<file path="src/inc/ddsc_pkg.sv">
package ddsc_pkg;
  // Accumulator and register widths.
  localparam int ACC_W = 28;
  localparam int PH_W = 12;
  localparam int WORD_W = 16;
  localparam int DAC_W = 10;
  // Serial word address field values (top two bits).
  localparam logic [1:0] ADDR_CTRL = 2'h0;
  localparam logic [1:0] ADDR_FREQ_A = 2'h1;
  localparam logic [1:0] ADDR_FREQ_B = 2'h2;
  localparam logic [1:0] ADDR_PHASE = 2'h3;
  // Control bit positions.
  localparam int BIT_FULL28 = 13;
  localparam int BIT_HIGHHALF = 12;
  localparam int BIT_FREQUENCY_CHOICE_BIT = 11;
  localparam int BIT_PSEL = 10;
  localparam int BIT_SRC = 9;
  localparam int BIT_RESET = 8;
  localparam int BIT_CLKGATE = 7;
  localparam int BIT_DACPD = 6;
  localparam int BIT_SIGNEN = 5;
  localparam int BIT_SIGNSRC = 4;
  localparam int BIT_HALVE = 3;
  localparam int BIT_TRIANGLE = 1;
  // Phase register select bit inside a phase write.
  localparam int BIT_PHSEL = 13;
  // Reset values.
  localparam logic [13:0] CTRL_RESET = 14'h0000;
  localparam logic [27:0] FREQ_RESET = 28'h0000000;
  localparam logic [11:0] PHASE_RESET = 12'h000;
  // Pin-select pipeline delay in master clock cycles.
  localparam int SEL_LATENCY = 8;
  // Decoded control fields carried together.
  typedef struct packed {
    logic freqSel;
    logic phaseSel;
    logic srcPins;
    logic resetBit;
    logic clockGate;
    logic dacPowerdown;
    logic signEnable;
    logic signSource;
    logic halveOff;
    logic triangle;
  } ddsc_ctrl_t;
endpackage

</file>
<file path="src/hw/ddsc_sel_pipe.sv">
// Delay line that carries the select pins to the datapath.
module ddsc_sel_pipe #(
  parameter int DEPTH = ddsc_pkg::SEL_LATENCY
) (
  input  wire logic       sys_clk,
  input  wire logic       rstn,
  input  wire logic       clkEn,
  input  wire logic [1:0] selIn,
  output logic      [1:0] selOut
);
  // One stage per cycle of latency.
  logic [1:0] stage_reg [DEPTH];

  // Each stage takes the one before it.
  genvar gi;
  generate
    for (gi = 0; gi < DEPTH; gi++) begin : g_stage
      always_ff @(posedge sys_clk or negedge rstn) begin
        if (!rstn) begin
          stage_reg[gi] <= 2'h0;
        end else if (clkEn) begin
          stage_reg[gi] <= (gi == 0) ? selIn : stage_reg[(gi == 0) ? 0 : gi - 1];
        end
      end
    end
  endgenerate

  // The last stage is the delayed select.
  assign selOut = stage_reg[DEPTH-1];
endmodule

</file>
<file path="src/hw/ddsc_wave.sv">
// Phase to amplitude: half-cycle parabolic sine approximation or triangle.
module ddsc_wave (
  input  wire logic [11:0] phase,
  input  wire logic        triangle,
  output logic      [9:0]  amp
);
  // Fold the phase into a rise and fall for the triangle.
  wire [10:0] fold = phase[11] ? ~phase[10:0] : phase[10:0];
  // Position inside the half cycle and its distance to the half-cycle end.
  wire [10:0] idx  = phase[10:0];
  wire [10:0] rest = ~phase[10:0];
  // Parabolic lobe idx*(2047-idx), scaled to at most 511, as a sine approximation.
  wire [21:0] prod = idx * rest;
  wire [9:0]  lobe = {1'b0, prod[19:11]};
  // First half of the cycle lies above midscale, second half below, so the MSB is the sign.
  wire [9:0]  sine = phase[11] ? 10'(10'h200 - lobe) : 10'(10'h200 + lobe);
  // Triangle takes the folded phase; sine uses the shaped value.
  assign amp = triangle ? fold[10:1] : sine;
endmodule

</file>
<file path="src/hw/ddsc_core.sv">
// Control decode, register selection and phase accumulation.
module ddsc_core (
  input  wire logic        sys_clk,
  input  wire logic        rstn,
  input  wire logic        clkEn,
  input  wire logic        wordValid,
  input  wire logic [15:0] wordData,
  input  wire logic        frequency_choice_pin,
  input  wire logic        phase_choice_pin,
  input  wire logic        resetPin,
  input  wire logic        sleepPin,
  input  wire logic        comparatorIn,
  output logic      [9:0]  dacData,
  output logic             dacPowerdown,
  output logic             signOut,
  output logic             signOutEn,
  output logic      [27:0] phaseAccum
);
  // Stored registers.
  logic [13:0] control_word_reg;
  logic [27:0] frequency_word_a_reg;
  logic [27:0] frequency_word_b_reg;
  logic [11:0] phase_offset_a_reg;
  logic [11:0] phase_offset_b_reg;
  logic        lowHalfHeld_reg;
  logic [13:0] lowHalf_reg;
  // Control bits sampled on the falling edge.
  logic [13:0] ctrlFall_reg;
  // Pin synchronisers and outputs.
  logic [3:0]  pinMeta_reg;
  logic [3:0]  pinSync_reg;
  logic [27:0] acc_reg;
  logic [9:0]  dac_reg;
  logic        dacPd_reg;
  logic        sign_reg;
  logic        signEn_reg;
  logic        halfDiv_reg;
  logic        msbPrev_reg;
  logic [1:0]  pinSelDly;

  // Decode of the falling-edge control copy, with triangle taken live.
  ddsc_pkg::ddsc_ctrl_t ctl;
  assign ctl.freqSel      = ctrlFall_reg[ddsc_pkg::BIT_FREQUENCY_CHOICE_BIT];
  assign ctl.phaseSel     = ctrlFall_reg[ddsc_pkg::BIT_PSEL];
  assign ctl.srcPins      = ctrlFall_reg[ddsc_pkg::BIT_SRC];
  assign ctl.resetBit     = ctrlFall_reg[ddsc_pkg::BIT_RESET];
  assign ctl.clockGate    = ctrlFall_reg[ddsc_pkg::BIT_CLKGATE];
  assign ctl.dacPowerdown = ctrlFall_reg[ddsc_pkg::BIT_DACPD];
  assign ctl.signEnable   = ctrlFall_reg[ddsc_pkg::BIT_SIGNEN];
  assign ctl.signSource   = ctrlFall_reg[ddsc_pkg::BIT_SIGNSRC];
  assign ctl.halveOff     = ctrlFall_reg[ddsc_pkg::BIT_HALVE];
  assign ctl.triangle     = control_word_reg[ddsc_pkg::BIT_TRIANGLE];

  // Serial word address decode.
  wire [1:0] addr     = wordData[15:14];
  wire       wrCtrl   = wordValid && (addr == ddsc_pkg::ADDR_CTRL);
  wire       wrFreqA  = wordValid && (addr == ddsc_pkg::ADDR_FREQ_A);
  wire       wrFreqB  = wordValid && (addr == ddsc_pkg::ADDR_FREQ_B);
  wire       wrPhase  = wordValid && (addr == ddsc_pkg::ADDR_PHASE);
  wire       full28   = control_word_reg[ddsc_pkg::BIT_FULL28];
  wire       highHalf = control_word_reg[ddsc_pkg::BIT_HIGHHALF];

  // Merge of a 14-bit half into a frequency word.
  function automatic logic [27:0] mergeFreq(input logic [27:0] old, input logic [13:0] d,
                                            input logic full, input logic held,
                                            input logic [13:0] lo, input logic hi);
    if (full) begin
      mergeFreq = held ? {d, lo} : old;
    end else begin
      mergeFreq = hi ? {d, old[13:0]} : {old[27:14], d};
    end
  endfunction

  // Register loads; the control word keeps reserved bits as written.
  always_ff @(posedge sys_clk or negedge rstn) begin
    if (!rstn) begin
      control_word_reg     <= ddsc_pkg::CTRL_RESET;
      frequency_word_a_reg <= ddsc_pkg::FREQ_RESET;
      frequency_word_b_reg <= ddsc_pkg::FREQ_RESET;
      phase_offset_a_reg   <= ddsc_pkg::PHASE_RESET;
      phase_offset_b_reg   <= ddsc_pkg::PHASE_RESET;
      lowHalfHeld_reg      <= 1'b0;
      lowHalf_reg          <= 14'h0000;
    end else if (clkEn) begin
      if (wrCtrl) begin
        control_word_reg <= wordData[13:0];
        lowHalfHeld_reg  <= 1'b0;
      end
      if (wrFreqA) begin
        frequency_word_a_reg <= mergeFreq(frequency_word_a_reg, wordData[13:0], full28, lowHalfHeld_reg,
                                          lowHalf_reg, highHalf);
      end
      if (wrFreqB) begin
        frequency_word_b_reg <= mergeFreq(frequency_word_b_reg, wordData[13:0], full28, lowHalfHeld_reg,
                                          lowHalf_reg, highHalf);
      end
      // In full-word mode the first half is parked until the second arrives.
      if ((wrFreqA || wrFreqB) && full28) begin
        lowHalfHeld_reg <= ~lowHalfHeld_reg;
        lowHalf_reg     <= wordData[13:0];
      end
      if (wrPhase && !wordData[ddsc_pkg::BIT_PHSEL]) begin
        phase_offset_a_reg <= wordData[11:0];
      end
      if (wrPhase && wordData[ddsc_pkg::BIT_PHSEL]) begin
        phase_offset_b_reg <= wordData[11:0];
      end
    end
  end

  // Control bits cross onto the falling edge before use, except triangle, full28 and highHalf.
  always_ff @(negedge sys_clk or negedge rstn) begin
    if (!rstn) begin
      ctrlFall_reg <= ddsc_pkg::CTRL_RESET;
    end else if (clkEn) begin
      ctrlFall_reg <= control_word_reg;
    end
  end

  // Two-flop synchroniser for the four pins.
  always_ff @(posedge sys_clk or negedge rstn) begin
    if (!rstn) begin
      pinMeta_reg <= 4'h0;
      pinSync_reg <= 4'h0;
    end else if (clkEn) begin
      pinMeta_reg <= {frequency_choice_pin, phase_choice_pin, resetPin, sleepPin};
      pinSync_reg <= pinMeta_reg;
    end
  end

  // Select pins travel through the latency line.
  ddsc_sel_pipe #(
    .DEPTH(ddsc_pkg::SEL_LATENCY - 2)
  ) u_pipe (
    .sys_clk(sys_clk),
    .rstn   (rstn),
    .clkEn  (clkEn),
    .selIn  (pinSync_reg[3:2]),
    .selOut (pinSelDly)
  );

  // Source choice between pins and bits.
  wire frequency_choice_bit      = ctl.srcPins ? pinSelDly[1] : ctl.freqSel;
  wire pSel      = ctl.srcPins ? pinSelDly[0] : ctl.phaseSel;
  wire dpReset   = ctl.srcPins ? pinSync_reg[1] : ctl.resetBit;
  wire dacPdNext = ctl.srcPins ? pinSync_reg[0] : ctl.dacPowerdown;
  wire [27:0] selFreq  = frequency_choice_bit ? frequency_word_b_reg : frequency_word_a_reg;
  wire [11:0] selPhase = pSel ? phase_offset_b_reg : phase_offset_a_reg;
  // Offset lands on the top bits, sum wraps at the accumulator width.
  wire [27:0] phaseSum = acc_reg + {selPhase, 16'h0000};
  wire [9:0]  ampWave;
  wire        runClk   = !ctl.clockGate;

  ddsc_wave u_wave (
    .phase   (phaseSum[27:16]),
    .triangle(ctl.triangle),
    .amp     (ampWave)
  );

  // Accumulator, DAC word and sign output.
  always_ff @(posedge sys_clk or negedge rstn) begin
    if (!rstn) begin
      acc_reg     <= 28'h0000000;
      dac_reg     <= 10'h200;
      dacPd_reg   <= 1'b0;
      sign_reg    <= 1'b0;
      signEn_reg  <= 1'b0;
      halfDiv_reg <= 1'b0;
      msbPrev_reg <= 1'b0;
    end else if (clkEn) begin
      dacPd_reg  <= dacPdNext;
      signEn_reg <= ctl.signEnable;
      if (dpReset) begin
        acc_reg     <= 28'h0000000;
        dac_reg     <= 10'h200;
        halfDiv_reg <= 1'b0;
        msbPrev_reg <= 1'b0;
      end else if (runClk) begin
        acc_reg     <= 28'(acc_reg + selFreq);
        dac_reg     <= ampWave;
        msbPrev_reg <= dac_reg[9];
        if (dac_reg[9] && !msbPrev_reg) begin
          halfDiv_reg <= ~halfDiv_reg;
        end
      end
      // Comparator or DAC MSB, halved or not.
      sign_reg <= ctl.signSource ? comparatorIn : (ctl.halveOff ? dac_reg[9] : halfDiv_reg);
    end
  end

  assign dacData      = dac_reg;
  assign dacPowerdown = dacPd_reg;
  assign signOut      = sign_reg;
  assign signOutEn    = signEn_reg;
  assign phaseAccum   = acc_reg;
endmodule

</file>
<file path="config.mk">
export PLATFORM = sky130hd
export DESIGN_NAME = ddsc_core
export DESIGN_NICKNAME = d
export VERILOG_FILES = /design/src/inc/ddsc_pkg.sv /design/src/hw/ddsc_sel_pipe.sv /design/src/hw/ddsc_wave.sv /design/src/hw/ddsc_core.sv
export SDC_FILE = /design/constraint.sdc
export NUM_CORES = 1
export LEC_CHECK = 0
export ABC_CLOCK_PERIOD_IN_PS = 9500
export BUFFER_PORTS_ARGS = -buffer_cell sky130_fd_sc_hd__buf_2
export CORE_UTILIZATION = 57
export DETAILED_ROUTE_END_ITERATION = 12
export PLACE_DENSITY = 0.76
export SYNTH_ARGS = -nofsm -noshare
export SYNTH_HDL_FRONTEND = slang
export SYNTH_SLANG_ARGS = --single-unit
</file>
<file path="constraint.sdc">
create_clock -name sys_clk -period 9.5 [get_ports sys_clk]
set_input_delay 1.425 -clock sys_clk [delete_from_list [all_inputs] [get_ports sys_clk]]
set_output_delay 1.425 -clock sys_clk [all_outputs]
set_load 0.005 [all_outputs]
</file>
==> reports/metrics.yaml, run 1 <==
sta:
  fin_ws_ps: -3000
  slew_violations: 0
  finalHoldViolations: 0
  final-setup-viol-count: 10
  grt_setup_unrepaired: "yes"
  max-slew-margin-rel_pct: 28.9
  fin_worst_skew_ps: 33.3
  worst_pin_slew_ps: 1060
logic_synthesis:
  ys_top_cells_by_area: "dfrtp_1 33%, mux2_2 13%, fa_1 11%, ha_1 10%, inv_1 3.6%"
  synthDistinctLibCells: 72
  yosys.area_share.simple_pct: 10.3
  synthesis.area_sq_um: 12900
  synth_fp_nets: 1457
  synth_fa_ha_area_share_pct: 20.8
  synth_mux_area_share_pct: 14.0
  async_flop_share_pct: 100
  synth_seq_cells: 179
  synth.largest_area_cell: "dfrtp_1"
  ys.flop_type: "dfrtp_1"
  syn_inst: 1260
  synthTopCellsByCount: "169 x dfrtp_1, 149 x mux2_2, 122 x inv_1, 105 x nor2_1, 103 x ha_1"
  yosysSeqAreaShare_pct: 34.8
  yosysWarnings: 0
  synth_edf_count: 0
  avgSynthCellArea_sq_um: 10.2
  synthXorXnorAreaFrac_pct: 4.40
  synth_compound_area_share_pct: 10.6
  yosysMostFrequentCell: "dfrtp_1"
  synth_top_family_by_area: "adder cells"
  synth.top_cell.area_share_pct: 32.9
floorplanning:
  io_pins: 66
  rows: 54
  die_h_um: 152
  start_util_pct: 58.6
  die_area_sq_um: 23200
  core_area_sq_um: 22000
  dieWidth_um: 152
cts:
  cts_root_buf: "clkbuf_16"
  cts_sinks: 179
  clk_latency_ps: 440
  cts_made_buffers: 17
  cts_max_level: 4
  cts_buffer_depth: 2
  hold_buffers: 0
  clk_pin_slew_ps: 70
  tritoncts: "built"
grt:
  antenna_found_initial: 0
  grt_pass1_wl_um: 51100
  track_usage_pct: 28.1
  grt-ovfl-total: 0
  grt_pass1_vias: 9898
  grt_max_degree: 104
drt:
  post-route-drc-count: 6
  drt_wl_total_um: 31100
  viasPerCell: 5.78
  post_drt_wl_per_cell_um: 18.3
  drt_first_pass_iters: 9
  drtAntennaViolNets: 0
  drt_iter0_drc: 600
  num_vias: 9828
setup_path:
  path_delay_family: "adder cells"
  crit_fanout: 4
  r2r_slack_ps: -3000
  critPathLaunch: "ctrlFall_reg[9]"
  worstPathRequired_ps: 9860
  worst_path_largest_cell_delay_ps: 530
  slowest_stage: "fa_1"
  reg2regPathDepth: 26
  cp-end-kind: "flop"
  reg2reg_from: "ctrlFall_reg[9]"
  worstPathArrival_ps: 12860
  start_kind: "flop"
  path_class: "reg2reg"
  crit_buf_inv: 1
  cp.depth: 26
  crit_path_frequent_cell: "fa_1"
worst_hold_path:
  worstHoldStart: "ctrlFall_reg[5]"
  hold_class: "reg2reg"
  hold_depth: 1
status:
  violations: "DRC, setup timing"
  status: "finished with violations"
placed_design:
  postPlaceCellArea_sq_um: 14300
  gp_congestion: 0.919
  io_buffers: 65
  hpwl_um: 23100
finish:
  nNetsFinal: 1604
  drive_above_1_share_pct: 28.8
  diodes: 0
  fin_area_sq_um: 15000
  area_growth_pct: 16.8
job:
  cap_violations: 0
## final timing paths
path,to
hold / removal,ctrlFall_reg[5]
setup / recovery,dacData[9]
max in group asynchronous,ctrlFall_reg[3]
min in group asynchronous,lowHalf_reg[1]
setup reg to reg,dacData[9]
hold reg to reg,ctrlFall_reg[5]
## cell type report
cell class | instances | area (sq um)
multi-input cells | 907 | 7960
fillers | 1615 | 6930
flip-flops and latches | 179 | 4480
repair buffers | 178 | 1180
inverters | 124 | 465
clock buffers | 17 | 425
well taps | 280 | 350
clock inverters | 15 | 164
## worst reg2reg max path, stage by stage (launching register included)
cell	delay [ps]
dfrtn_1	470
mux2i_4	350
mux2_4	350
ha_4	170
fa_2	360
a21o_1	180
a211oi_2	240
o21ai_1	120
a31o_1	200
a21o_4	240
xnor2_4	220
buf_4	170
nor2_1	60
fa_1	500
fa_1	520
fa_1	530
fa_1	510
ha_1	330
ha_1	220
or2_2	310
a211o_1	290
and3_4	160
a311o_1	320
a21oi_2	150
xnor3_1	260
and4b_1	210
o32a_1	280
## cell families after synthesis
kind of cell	Yosys count
fa+ha+maj	172
flops	179
xor+xnor	61
compound gates	218
mux	161
buf+inv	174
simple gates	295
## cell usage in the layout (no fill, tap or decap), drive strengths merged, types with 3 or more instances in the layout
cell type  instances
a211o              3
a211oi             4
a21o              15
a21oi             70
a22oi             14
a31oi              5
and2              19
and3               9
buf              178
clkbuf            17
clkinv             8
dfrtn              9
dfrtp            169
fa                69
ha               103
inv              130
mux2             149
mux2i             12
nand2             97
nand2b            11
nand3             14
nand4              6
nor2             105
nor2b              7
nor3              11
o211ai             4
o21a               6
o21ai             57
o21bai             5
o221ai             5
o31ai              7
or3                6
xnor2             37
xor2              23
## metal layers
| layer | track usage, % | vias up | part of all wire, % |
|---|---|---|---|
| met1 | 39.9 | 4905 | 46 |
| li1 | - | 4591 | - |
| met3 | 3.70 | 47 | 5.6 |
| met5 | 0 | - | 0 |
| met4 | 8.21 | 0 | 1.8 |
| met2 | 45.1 | 285 | 47 |
## stage by stage
step	hold slack (ps)	cells	util, %	setup slack [ps]	setup TNS [ps]
2_1_floorplan	435	1260	-	-2970	-26570
3_3_place_gp	445	1661	65.1	-2850	-26550
3_5_place_dp	459	1661	65.1	-2990	-27890
4_1_cts	461	1697	68.2	-2910	-26960
5_1_grt	482	1700	68.4	-3210	-30560
6_report	460	1700	68.4	-3000	-27960
## what timing repair did
item                                   in CTS  in global routing
setup endpoints to repair                  10                 10
pin swaps                                   6                  3
endpoints found under the hold margin       0                  0
buffers inserted                            4                  3
resized for setup                          16                  7
Power of run 1 is left out: the tool's default activity adds up to more than one toggle a clock period on the data nets, which glitch-free logic cannot reach.
==> inputs of run 2 (changes only) <==
--- a/config.mk
+++ b/config.mk
@@ -9,7 +9,7 @@
 export BUFFER_PORTS_ARGS = -buffer_cell sky130_fd_sc_hd__buf_2
 export CORE_UTILIZATION = 57
 export DETAILED_ROUTE_END_ITERATION = 12
-export PLACE_DENSITY = 0.76
+export PLACE_DENSITY = 0.78
 export SYNTH_ARGS = -nofsm -noshare
 export SYNTH_HDL_FRONTEND = slang
 export SYNTH_SLANG_ARGS = --single-unit
==> reports/metrics.yaml, run 2 (synthesized netlist as in run 1, its figures left out) <==
finish:
  nNetsFinal: 1615
  diodes: 0
  final_cell_mix: "169 x dfrtp_1, 148 x mux2_2, 112 x inv_1, 111 x buf_4, 102 x nor2_1"
  seqCellArea_sq_um: 4480
  area_growth_pct: 19.9
  layout_commonest_cell: "dfrtp_1"
  fillers: 1488
  fin_cells: 1711
  multi_input_area_sq_um: 8180
  drive_above_1_share_pct: 31.7
placed_design:
  gp_congestion: 0.951
  place_ws_ps: -2980
  dp_cells: 1657
  io_buffers: 65
  hpwl_um: 23100
sta:
  tns_ps: -27950
  finalHoldViolations: 0
  slew_violations: 0
  worst_pin_slew_ps: 1080
  fin_worst_skew_ps: 32.3
  max-slew-margin-rel_pct: 27.6
  final-setup-viol-count: 10
  grt_setup_unrepaired: "yes"
  fin_ws_ps: -2990
setup_path:
  path_class: "reg2reg"
  worstPathArrival_ps: 12780
  worstPathRequired_ps: 9790
  slowest_stage: "fa_1"
  start_kind: "flop"
  crit_fanout: 5
  worst_path_largest_cell_delay_ps: 550
  crit_path_frequent_cell: "fa_1"
  cp-end-kind: "flop"
  reg2regPathDepth: 30
drt:
  post_drt_wl_per_cell_um: 18.9
  drt_wl_total_um: 32400
  num_vias: 10000
  drtAntennaViolNets: 0
  drt_first_pass_iters: 9
  viasPerCell: 5.85
  post-route-drc-count: 6
  drt_iter0_drc: 783
status:
  status: "finished with violations"
  violations: "DRC, setup timing"
floorplanning:
  io_pins: 66
  die_area_sq_um: 23200
  core_area_sq_um: 22000
  start_util_pct: 58.6
  dieWidth_um: 152
  die_h_um: 152
  rows: 54
cts:
  cts_root_buf: "clkbuf_16"
  cts_buffer_depth: 2
  tritoncts: "built"
  cts_max_level: 4
  cts_sinks: 179
  hold_buffers: 0
  cts_made_buffers: 17
  clk_pin_slew_ps: 70
  clk_latency_ps: 430
grt:
  track_usage_pct: 28.6
  antenna_found_initial: 1
  grt_max_degree: 98
  grt_pass1_wl_um: 52300
  grt_pass1_vias: 10000
  grt-ovfl-total: 0
job:
  cap_violations: 0
worst_hold_path:
  hold_class: "reg2reg"
  hold_depth: 1
## run 2: final cells by class
class / instances / share of cell area, %
inverter: 124 / 3.02
timing repair buffer: 189 / 8.61
clock inverter: 15 / 1.24
clock buffer: 17 / 2.76
sequential: 179 / 29.0
tap: 280 / 2.27
multi-input combinational: 907 / 53.1
## run 2: path summary, 6_finish.rpt
check | start | endpoint | slack (ps)
setup / recovery | ctrlFall_reg[9] | dacData[7] | -2990
hold / removal | ctrlFall_reg[5] | ctrlFall_reg[5] | 460
setup reg to reg | ctrlFall_reg[9] | dacData[7] | -2990
hold reg to reg | ctrlFall_reg[5] | ctrlFall_reg[5] | 460
max in group asynchronous | rstn | ctrlFall_reg[10] | 3140
min in group asynchronous | rstn | phaseAccum[2] | 1090
## run 2: what timing repair did
action,in CTS,in global routing
setup endpoints to repair,10,11
hold endpoints to repair,0,0
gates resized for setup,42,47
pin swaps,32,40
setup buffers,15,9
cloned,0,0
## run 2: per-layer routing
metal / part of all wire (%) / routed length (um) / vias to the layer above / track usage [%]
li1: - / - / 4613 / -
met4: 2.3 / 751 / 2 / 8.16
met3: 6.8 / 2210 / 65 / 3.87
met1: 44 / 14300 / 4982 / 41.4
met5: 0.028 / 9 / - / 0
met2: 47 / 15100 / 353 / 45.2
## run 2: through the flow
step                      area, sq um  utilization (%)  hold WS, ps
after floorplan                 13000                -          435
after global placement          14300             65.0          449
after detailed placement        14300             65.0          467
after CTS                       15200             69.1          472
after global routing            15400             70.3          486
final                           15400             70.3          464
## run 2: worst max-delay path: cells and delay by family (launching register included)
family,cells,cell delay (ps)
adder cells (fa/ha/maj),8,3150
AO/OA/AOI/OAI,10,1980
multiplexers,3,1000
buffers and inverters,5,500
flip-flops,1,460
XOR/XNOR,2,340
AND/OR/NAND/NOR,2,210
Power of run 2 is left out for the same reason.
